File: src/flash_defs.vh
// Constants for the serial flash pause control and array map.
// Included by bare name; holds definitions only.
`ifndef FLASH_DEFS_VH
`define FLASH_DEFS_VH

// Array geometry
`define ADDR_W 21
`define SECTOR_LSB 16
`define SUBSEC_LSB 12
`define PAGE_LSB 8
`define SECTOR_W 5
`define SUBSEC_W 9
`define PAGE_W 13
`define OTP_ADDR_W 6
`define OTP_BYTES 64

// Erase kinds; code 0 is a page request and is refused
`define ERASE_NONE 2'h0
`define ERASE_SUB 2'h1
`define ERASE_SECT 2'h2
`define ERASE_BULK 2'h3

// Synchroniser reset levels
`define IDLE_CS_N 1'b1
`define IDLE_PAUSE_N 1'b1
`define IDLE_SCLK 1'b0

// Internal write, program or erase cycle length
`define CLK_PERIOD_NS 50
`define OP_CYCLE_NS 10000
`define OP_CYCLES (`OP_CYCLE_NS / `CLK_PERIOD_NS)
`define OP_CNT_W 8

`endif

File: src/flash_pause_ctl.v
// Serial flash interface with pause control and array address map.
// Assumes the host drives select, serial clock, pause and data in as
// asynchronous pins; the core supplies read bytes and old array data.
//
// Function
// Pause never aborts a status write, program or erase cycle running.
// Host asserts pause only while chip select is low.
// Pause starts on pause falling while serial clock is low.
// Pause ends on pause rising while serial clock is low.
// Pause falling with clock high takes effect once clock goes low.
// Pause rising with clock high ends pause once clock goes low.
// Serial output is released to high impedance while paused.
// Serial input and clock are ignored while paused; state frozen.
// Host should keep chip select low for the whole pause.
// Deselect during pause resets interface and drops partial transfer.
// After such reset host raises pause before selecting again.
// Reselect with pause high after that reset does not re-enter pause.
// Main array holds 2097152 byte locations of 8 bits.
// Array splits into 512 subsectors of 4 Kbytes each.
// Array splits into 32 sectors of 64 Kbytes, sixteen subsectors each.
// Array splits into 8192 pages of 256 bytes each.
// A 64-byte one-time area lies outside the main address space.
// Pages program singly and programming only clears bits.
// Erase covers subsector, sector or whole array, never one page.
// Bits travel MSB first, sampled on rising clock while selected.
// Address bits 20:16 sector, 20:12 subsector, 20:8 page.
`timescale 1ns/1ns
`default_nettype none
`include "flash_defs.vh"

module flash_pause_ctl
(
  input wire mclk_i,
  input wire rst_i,
  // Serial pins
  input wire cs_n_i,
  input wire sclk_i,
  input wire pause_n_i,
  input wire serial_in_i,
  output wire serial_out_o,
  output wire serial_out_oe_o,
  // Received bytes and link state
  output wire [7:0] rx_byte_o,
  output wire rx_valid_o,
  output wire paused_o,
  output wire if_reset_o,
  // Bytes to send
  input wire [7:0] tx_byte_i,
  input wire tx_load_i,
  // Internal cycle
  input wire op_start_i,
  output wire op_busy_o,
  // Array map
  input wire [20:0] addr_i,
  output wire [4:0] sector_o,
  output wire [8:0] subsector_o,
  output wire [12:0] page_o,
  input wire otp_sel_i,
  output wire [5:0] otp_offset_o,
  output wire otp_hit_o,
  // Program merge
  input wire [7:0] prog_old_i,
  input wire [7:0] prog_new_i,
  output wire [7:0] prog_result_o,
  // Erase range
  input wire [1:0] erase_kind_i,
  output wire [20:0] erase_lo_o,
  output wire [20:0] erase_hi_o,
  output wire erase_ok_o
);

localparam [1:0] ST_ACTIVE = 2'h0;
localparam [1:0] ST_PAUSED = 2'h1;
localparam [1:0] ST_LOCKOUT = 2'h2;
localparam integer OP_LAST_INT = `OP_CYCLES - 1;
localparam [`OP_CNT_W-1:0] OP_LAST = OP_LAST_INT[`OP_CNT_W-1:0];

////////////////////////////////////////////////////////////////////////////
// Pin synchronisers, one per asynchronous input
wire [3:0] pin_raw;
wire [3:0] pin_sync_lvl;
localparam [3:0] PIN_RST = {`IDLE_CS_N, `IDLE_PAUSE_N, `IDLE_SCLK, 1'b0};
assign pin_raw = {cs_n_i, pause_n_i, sclk_i, serial_in_i};

genvar gi;
generate
  for (gi = 0; gi < 4; gi = gi + 1)
  begin : g_sync
    pin_sync #(.RST_VAL(PIN_RST[gi])) u_sync
    (
      .mclk_i(mclk_i),
      .rst_i(rst_i),
      .pin_i(pin_raw[gi]),
      .level_o(pin_sync_lvl[gi])
    );
  end
endgenerate

wire cs_n_s = pin_sync_lvl[3];
wire pause_n_s = pin_sync_lvl[2];
wire sclk_s = pin_sync_lvl[1];
wire din_s = pin_sync_lvl[0];

////////////////////////////////////////////////////////////////////////////
// Pause state machine
reg [1:0] state_reg;
reg [1:0] state_next;
reg if_reset_reg;
reg if_reset_next;

// Level test on pause and clock: an edge seen with clock high waits
// until the clock is low, so deferral needs no separate tracking.
always @*
begin
  state_next = state_reg;
  if_reset_next = 1'b0;
  case (state_reg)
    ST_ACTIVE:
    begin
      if (!cs_n_s && !pause_n_s && !sclk_s)
        state_next = ST_PAUSED;
    end
    ST_PAUSED:
    begin
      if (cs_n_s)
      begin
        state_next = ST_LOCKOUT;
        if_reset_next = 1'b1;
      end
      else if (pause_n_s && !sclk_s)
        state_next = ST_ACTIVE;
    end
    ST_LOCKOUT:
    begin
      // Stay out of pause until pause has been seen high
      if (pause_n_s)
        state_next = ST_ACTIVE;
    end
    default:
      state_next = ST_ACTIVE;
  endcase
end

always @(posedge mclk_i or posedge rst_i)
begin
  if (rst_i)
  begin
    state_reg <= ST_ACTIVE;
    if_reset_reg <= 1'b0;
  end
  else
  begin
    state_reg <= state_next;
    if_reset_reg <= if_reset_next;
  end
end

wire paused = (state_reg == ST_PAUSED);

////////////////////////////////////////////////////////////////////////////
// Serial clock edge detection on the filtered level
reg sclk_prev_reg;

always @(posedge mclk_i or posedge rst_i)
begin
  if (rst_i)
    sclk_prev_reg <= `IDLE_SCLK;
  else
    sclk_prev_reg <= sclk_s;
end

// Edges count only when selected, not paused and not locked out
wire link_live = !cs_n_s && (state_reg == ST_ACTIVE);
wire sclk_rise = link_live && sclk_s && !sclk_prev_reg;
wire sclk_fall = link_live && !sclk_s && sclk_prev_reg;

////////////////////////////////////////////////////////////////////////////
// Receive shifter, MSB first
reg [6:0] rx_shift_reg;
reg [2:0] bit_cnt_reg;
reg [7:0] rx_byte_reg;
reg rx_valid_reg;

always @(posedge mclk_i or posedge rst_i)
begin
  if (rst_i)
  begin
    rx_shift_reg <= 7'h00;
    bit_cnt_reg <= 3'h0;
    rx_byte_reg <= 8'h00;
    rx_valid_reg <= 1'b0;
  end
  else
  begin
    rx_valid_reg <= 1'b0;
    // Deselect drops any partial byte, paused or not
    if (cs_n_s)
    begin
      rx_shift_reg <= 7'h00;
      bit_cnt_reg <= 3'h0;
    end
    else if (sclk_rise)
    begin
      rx_shift_reg <= {rx_shift_reg[5:0], din_s};
      bit_cnt_reg <= bit_cnt_reg + 3'h1;
      if (bit_cnt_reg == 3'h7)
      begin
        rx_byte_reg <= {rx_shift_reg, din_s};
        rx_valid_reg <= 1'b1;
      end
    end
  end
end

////////////////////////////////////////////////////////////////////////////
// Transmit shifter, MSB first, advanced on falling serial clock
reg [7:0] tx_shift_reg;
reg tx_active_reg;

always @(posedge mclk_i or posedge rst_i)
begin
  if (rst_i)
  begin
    tx_shift_reg <= 8'h00;
    tx_active_reg <= 1'b0;
  end
  else if (cs_n_s)
  begin
    tx_shift_reg <= 8'h00;
    tx_active_reg <= 1'b0;
  end
  else if (tx_load_i)
  begin
    tx_shift_reg <= tx_byte_i;
    tx_active_reg <= 1'b1;
  end
  else if (sclk_fall && tx_active_reg)
    tx_shift_reg <= {tx_shift_reg[6:0], 1'b0};
end

// Output floats while paused; enable high means the pin is driven
assign serial_out_o = tx_shift_reg[7];
assign serial_out_oe_o = tx_active_reg && link_live;

////////////////////////////////////////////////////////////////////////////
// Internal cycle timer; pause and select play no part in it
reg [`OP_CNT_W-1:0] op_cnt_reg;
reg op_busy_reg;

always @(posedge mclk_i or posedge rst_i)
begin
  if (rst_i)
  begin
    op_cnt_reg <= {`OP_CNT_W{1'b0}};
    op_busy_reg <= 1'b0;
  end
  else if (op_busy_reg)
  begin
    // Runs to the end regardless of pause state
    if (op_cnt_reg == OP_LAST)
      op_busy_reg <= 1'b0;
    op_cnt_reg <= op_cnt_reg + {{(`OP_CNT_W-1){1'b0}}, 1'b1};
  end
  else if (op_start_i)
  begin
    op_busy_reg <= 1'b1;
    op_cnt_reg <= {`OP_CNT_W{1'b0}};
  end
end

////////////////////////////////////////////////////////////////////////////
// Address map and array operations, registered
reg [4:0] sector_reg;
reg [8:0] subsector_reg;
reg [12:0] page_reg;
reg [5:0] otp_offset_reg;
reg otp_hit_reg;
reg [7:0] prog_result_reg;
reg [20:0] erase_lo_reg;
reg [20:0] erase_hi_reg;
reg erase_ok_reg;

// Sector of 16 subsectors, page of 256 bytes, 21 bits cover 2 Mbytes
always @(posedge mclk_i or posedge rst_i)
begin
  if (rst_i)
  begin
    sector_reg <= 5'h00;
    subsector_reg <= 9'h000;
    page_reg <= 13'h0000;
    otp_offset_reg <= 6'h00;
    otp_hit_reg <= 1'b0;
    prog_result_reg <= 8'hff;
  end
  else
  begin
    sector_reg <= addr_i[20:`SECTOR_LSB];
    subsector_reg <= addr_i[20:`SUBSEC_LSB];
    page_reg <= addr_i[20:`PAGE_LSB];
    // One-time area has its own 64-byte space
    otp_offset_reg <= addr_i[`OTP_ADDR_W-1:0];
    otp_hit_reg <= otp_sel_i;
    // Program may only pull ones to zero
    prog_result_reg <= prog_old_i & prog_new_i;
  end
end

// Erase range, aligned down to the chosen granule
always @(posedge mclk_i or posedge rst_i)
begin
  if (rst_i)
  begin
    erase_lo_reg <= 21'h000000;
    erase_hi_reg <= 21'h000000;
    erase_ok_reg <= 1'b0;
  end
  else
  begin
    case (erase_kind_i)
      `ERASE_SUB:
      begin
        erase_lo_reg <= {addr_i[20:`SUBSEC_LSB], 12'h000};
        erase_hi_reg <= {addr_i[20:`SUBSEC_LSB], 12'hfff};
        erase_ok_reg <= 1'b1;
      end
      `ERASE_SECT:
      begin
        erase_lo_reg <= {addr_i[20:`SECTOR_LSB], 16'h0000};
        erase_hi_reg <= {addr_i[20:`SECTOR_LSB], 16'hffff};
        erase_ok_reg <= 1'b1;
      end
      `ERASE_BULK:
      begin
        erase_lo_reg <= 21'h000000;
        erase_hi_reg <= 21'h1fffff;
        erase_ok_reg <= 1'b1;
      end
      default:
      begin
        // No page-sized erase exists
        erase_lo_reg <= 21'h000000;
        erase_hi_reg <= 21'h000000;
        erase_ok_reg <= 1'b0;
      end
    endcase
  end
end

////////////////////////////////////////////////////////////////////////////
// Output assignments
assign rx_byte_o = rx_byte_reg;
assign rx_valid_o = rx_valid_reg;
assign paused_o = paused;
assign if_reset_o = if_reset_reg;
assign op_busy_o = op_busy_reg;
assign sector_o = sector_reg;
assign subsector_o = subsector_reg;
assign page_o = page_reg;
assign otp_offset_o = otp_offset_reg;
assign otp_hit_o = otp_hit_reg;
assign prog_result_o = prog_result_reg;
assign erase_lo_o = erase_lo_reg;
assign erase_hi_o = erase_hi_reg;
assign erase_ok_o = erase_ok_reg;

endmodule // flash_pause_ctl

`default_nettype wire

File: src/pin_sync.v
// Three-stage input synchroniser with agreement filter.
// Assumes an asynchronous pin input and the block clock mclk_i.
`timescale 1ns/1ns
`default_nettype none

module pin_sync
#(
  parameter [0:0] RST_VAL = 1'b0
)
(
  input wire mclk_i,
  input wire rst_i,
  input wire pin_i,
  output wire level_o
);

reg ff1_reg;
reg ff2_reg;
reg ff3_reg;
reg level_reg;

////////////////////////////////////////////////////////////////////////////
// First stage feeds only the second; output moves once stages 2 and 3 agree
always @(posedge mclk_i or posedge rst_i)
begin
  if (rst_i)
  begin
    ff1_reg <= RST_VAL;
    ff2_reg <= RST_VAL;
    ff3_reg <= RST_VAL;
    level_reg <= RST_VAL;
  end
  else
  begin
    ff1_reg <= pin_i;
    ff2_reg <= ff1_reg;
    ff3_reg <= ff2_reg;
    if (ff2_reg == ff3_reg)
      level_reg <= ff3_reg;
  end
end

assign level_o = level_reg;

endmodule // pin_sync

`default_nettype wire

File: config.mk
export PLATFORM = sky130hd
export DESIGN_NAME = flash_pause_ctl
export DESIGN_NICKNAME = d
export VERILOG_FILES = /design/src/flash_pause_ctl.v /design/src/pin_sync.v
export VERILOG_INCLUDE_DIRS = /design/src
export SDC_FILE = /design/constraint.sdc
export NUM_CORES = 1
export LEC_CHECK = 0
export ABC_AREA = 1
export BUFFER_PORTS_ARGS = -buffer_cell sky130_fd_sc_hd__buf_2
export CAP_MARGIN = 10
export CELL_PAD_IN_SITES_DETAIL_PLACEMENT = 1
export CELL_PAD_IN_SITES_GLOBAL_PLACEMENT = 2
export CORE_MARGIN = 1
export CORE_UTILIZATION = 31
export CTS_CLUSTER_SIZE = 40
export DETAILED_ROUTE_END_ITERATION = 8
export PLACE_DENSITY = 0.86
export SLEW_MARGIN = 5
export SYNTH_ARGS = -nofsm -noshare
export SYNTH_HDL_FRONTEND = slang
export SYNTH_SLANG_ARGS = --single-unit
File: constraint.sdc
create_clock -name mclk_i -period 4.7 [get_ports mclk_i]
set_input_delay 0.705 -clock mclk_i [delete_from_list [all_inputs] [get_ports mclk_i]]
set_output_delay 0.705 -clock mclk_i [all_outputs]
set_load 0.005 [all_outputs]
==> results by stage <==
Status:
- The run finished with clean final reports.

Layout:
- The most common cell after layout, fill and taps aside is sky130_fd_sc_hd__buf_2.
- The repair_antennas step left the layout with diodes totalling 0.
- The number of fillers in the final layout is 1522.
- The area growth from synthesis to layout is 22.7%.
- The area of combinational cells with multiple inputs is 1090 um^2.
- Of the cells placed in the final design, the portion with a size suffix greater than 1 is 0.353.
- For this run, the post-layout net count is 583.
- Registers take 2620 um^2.
- In the layout the commonest cells are sky130_fd_sc_hd__buf_2 (140), sky130_fd_sc_hd__nand2_1 (105), sky130_fd_sc_hd__dfrtp_1 (88).
- The number of flip-flops in the largest register is 13.

Die:
- The die span in y is 118 um.
- In this run the core area contains 41 standard-cell rows.
- The starting density of the core is 0.324.
- The placeable core region is 12800 um^2.
- The die outline width is 118 um.
- The I/O pin count is 155.
- The area of the die is 13900 um^2.

Critical path:
- The critical path endpoint category is a primary output.
- The largest individual stage delay along the critical path comes from the cell sky130_fd_sc_hd__dfrtp_1.
- The largest stage delay on the critical path is 410 ps.
- For the worst setup path, the data arrival time is 1290 ps.
- The worst setup path is of the register to primary output kind.
- At the worst endpoint, the required time is 3990 ps.
- The type of origin of the critical path is a register.
- Traced cell by cell, the critical path runs through inv_1 > nand2_2 > nor3_1 > buf_2.
- The worst-case register-to-register setup slack is 3180 ps.
- Of all nets on the critical path, the largest fanout is 4.

Global route:
- The number of antenna violations at the first check in global routing came to 1.
- The number of global-route vias before repair is 3150.
- Entering global routing, the biggest net connects 68 pins.
- The first global-routing pass estimated 14.9 mm of wire.
- After global routing the overflow that remains totals 0.
- The aggregate global-route resource usage is 0.137.

Clocking:
- The clock-pin slew of the registers on the worst-case setup and hold paths is 70 ps.
- The deepest clock path buffer count is 2.
- The CTS tree is yes.
- Counting every sink on the clock net gives 104.
- The cell sitting at the root of the clock tree is a sky130_fd_sc_hd__clkbuf_16.
- Clock tree synthesis inserted a total of 9 buffers.
- After clock tree synthesis, the repair step resized 0 gates.
- The post-CTS setup-driven buffer insertion count is 0.
- The clock latency reported for the late side of the worst-skew pair is 350 ps.
- The maximum level of the CTS H-tree is 3.
- The number of buffers added to fix hold violations after cts is 0.

STA:
- The final max-slew violation count is 0.
- For the finished layout, the period the worst path requires is 1990 ps.
- The final-report hold violation count is 0.
- After routing, the total negative slack on setup checks comes to 0 ps.
- In the finished design, the share of the clock period the worst path needs comes to 0.424.
- Setup violations remaining at the end of the flow were counted as 0.
- At the pin with the least slew margin, the transition time is 829 ps.
- The maximum operating frequency is 0.502 GHz.
- Measured against its own limit, the worst slew margin works out to 0.447.
- Setup repair after global routing left no endpoint under its margin.
- Between clock sinks in the finished design, the worst skew comes to 5.53 ps.

Synth:
- The cell area that synthesis handed to floorplanning was 4150 um^2.
- The synthesized instance count is 401.
- The number of warnings reported in the yosys synthesis log is 0.
- The synthesis-stage register bit count is 104.
- After synthesis, the netlist uses 32 different library cells.
- The average footprint of a synthesized cell is 10.4 um^2.
- Yosys mapped a number of flops with a built-in enable equal to 0.
- For this run, asynchronously set or reset flops after synthesis account for 1.00.
- The leading register cell type out of synthesis is sky130_fd_sc_hd__dfrtp_1.
- The proportion of synthesized chip area in sequential cells is 0.632.

Pwr:
- Across the VDD grid, the largest voltage drop is 0.141 mV.
- The design draws 2100 uW.
- The reported leakage power is 0.00285 uW.
- The total power per unit cell area is 413 nW/um^2.

Detailed routing:
- The vias per cell is 4.28.
- The number of vias in the routed layout is 2980.
- The starting DRC count in detailed routing is 76.
- In the routed design, unresolved DRC markers number 0.
- In this run the remaining antenna-violating nets after routing total 0.
- The first-pass iteration count of the detailed router is 4.
- In the final routed layout, each cell accounts on average for 12.5 um.
- The total wire length after detailed routing is 8.67 mm.

Flow run:
- The tool flagged a number of max-cap violations equal to 0.

Place:
- At the end of routability-driven placement, the weighted congestion stood at 0.710.
- The count of port buffers added during placement is 140.
- The HPWL reported at the end of detailed placement is 6.30 mm.

Worst hold path:
- The path type of the worst min-delay path is register to register.
synthesized netlist by cell type, types with 2 or more instances:
cell,count,area share
sky130_fd_sc_hd__a21oi_1,6,0.0072
sky130_fd_sc_hd__buf_4,40,0.072
sky130_fd_sc_hd__dfrtp_1,88,0.53
sky130_fd_sc_hd__dfstp_2,16,0.10
sky130_fd_sc_hd__ha_1,7,0.021
sky130_fd_sc_hd__inv_1,39,0.035
sky130_fd_sc_hd__inv_2,2,0.0018
sky130_fd_sc_hd__maj3_1,4,0.0096
sky130_fd_sc_hd__nand2_1,105,0.095
sky130_fd_sc_hd__nand2_2,3,0.0045
sky130_fd_sc_hd__nand3_1,23,0.028
sky130_fd_sc_hd__nand4_1,10,0.015
sky130_fd_sc_hd__nor2_1,23,0.021
sky130_fd_sc_hd__nor2_2,2,0.0030
sky130_fd_sc_hd__nor3_1,8,0.0096
sky130_fd_sc_hd__o21ai_0,9,0.011
worst paths after layout:
| kind | start | end | cells past startpoint |
|---|---|---|---|
| worst min register to register | g_sync[0].u_sync.ff1_reg | g_sync[0].u_sync.ff2_reg | 0 |
| min in group asynchronous | rst_i | rx_shift_reg[5] | 2 |
| max in group asynchronous | rst_i | prog_result_o[6] | 3 |
| worst max-delay path | state_reg[0] | serial_out_oe_o | 4 |
| worst max register to register | g_sync[3].u_sync.level_o | tx_shift_reg[1] | 7 |
| worst min-delay path | g_sync[0].u_sync.ff1_reg | g_sync[0].u_sync.ff2_reg | 0 |
routing by layer:
| metal | global-route usage | routed length, um |
|---|---|---|
| met5 | 0 | 17 |
| met4 | 0.0809 | 238 |
| met3 | 0.0455 | 653 |
| met2 | 0.222 | 4140 |
| met1 | 0.156 | 3630 |
final cells by class:
cell class,count,area share
tap,172,0.0423
sequential,104,0.515
inverter,42,0.0314
multi-input combinational,222,0.214
timing repair buffer,141,0.139
clock buffer,12,0.0504
clock inverter,3,0.00835
logic make-up after synthesis:
kind of cell               Yosys count  synth area share
buffers and inverters               86             0.116
DFF                                104             0.632
AOI/OAI and AO/OA                   18            0.0232
adders and majority gates           11            0.0307
other                                1          0.000903
and+or+nand+nor                    181             0.197
metrics by stage:
| stage | instances | setup WS (ps) | area (um^2) | hold WS [ps] | utilization |
|---|---|---|---|---|---|
| floorplan | 412 | 1290 | 4190 | 331 | - |
| global placement | 681 | 2730 | 4790 | 337 | 0.374 |
| CTS | 696 | 2650 | 5090 | 351 | 0.397 |
| finish | 696 | 2710 | 5090 | 350 | 0.397 |
| global route | 696 | 2600 | 5090 | 357 | 0.397 |
| detailed placement | 681 | 2690 | 4790 | 336 | 0.374 |
power by group:
| group | internal, uW | total, uW | switching (uW) |
|---|---|---|---|
| Sequential | 987 | 1050 | 63.0 |
| Clock | 438 | 752 | 314 |
| Combinational | 116 | 299 | 183 |
| Total | 1540 | 2100 | 561 |
critical path: cells and delay by family (launching register included):
family	cells	cell delay, ps
DFF	1	410
buffers and inverters	2	250
and+or+nand+nor	2	290
(Power assumes the default switching activity.)
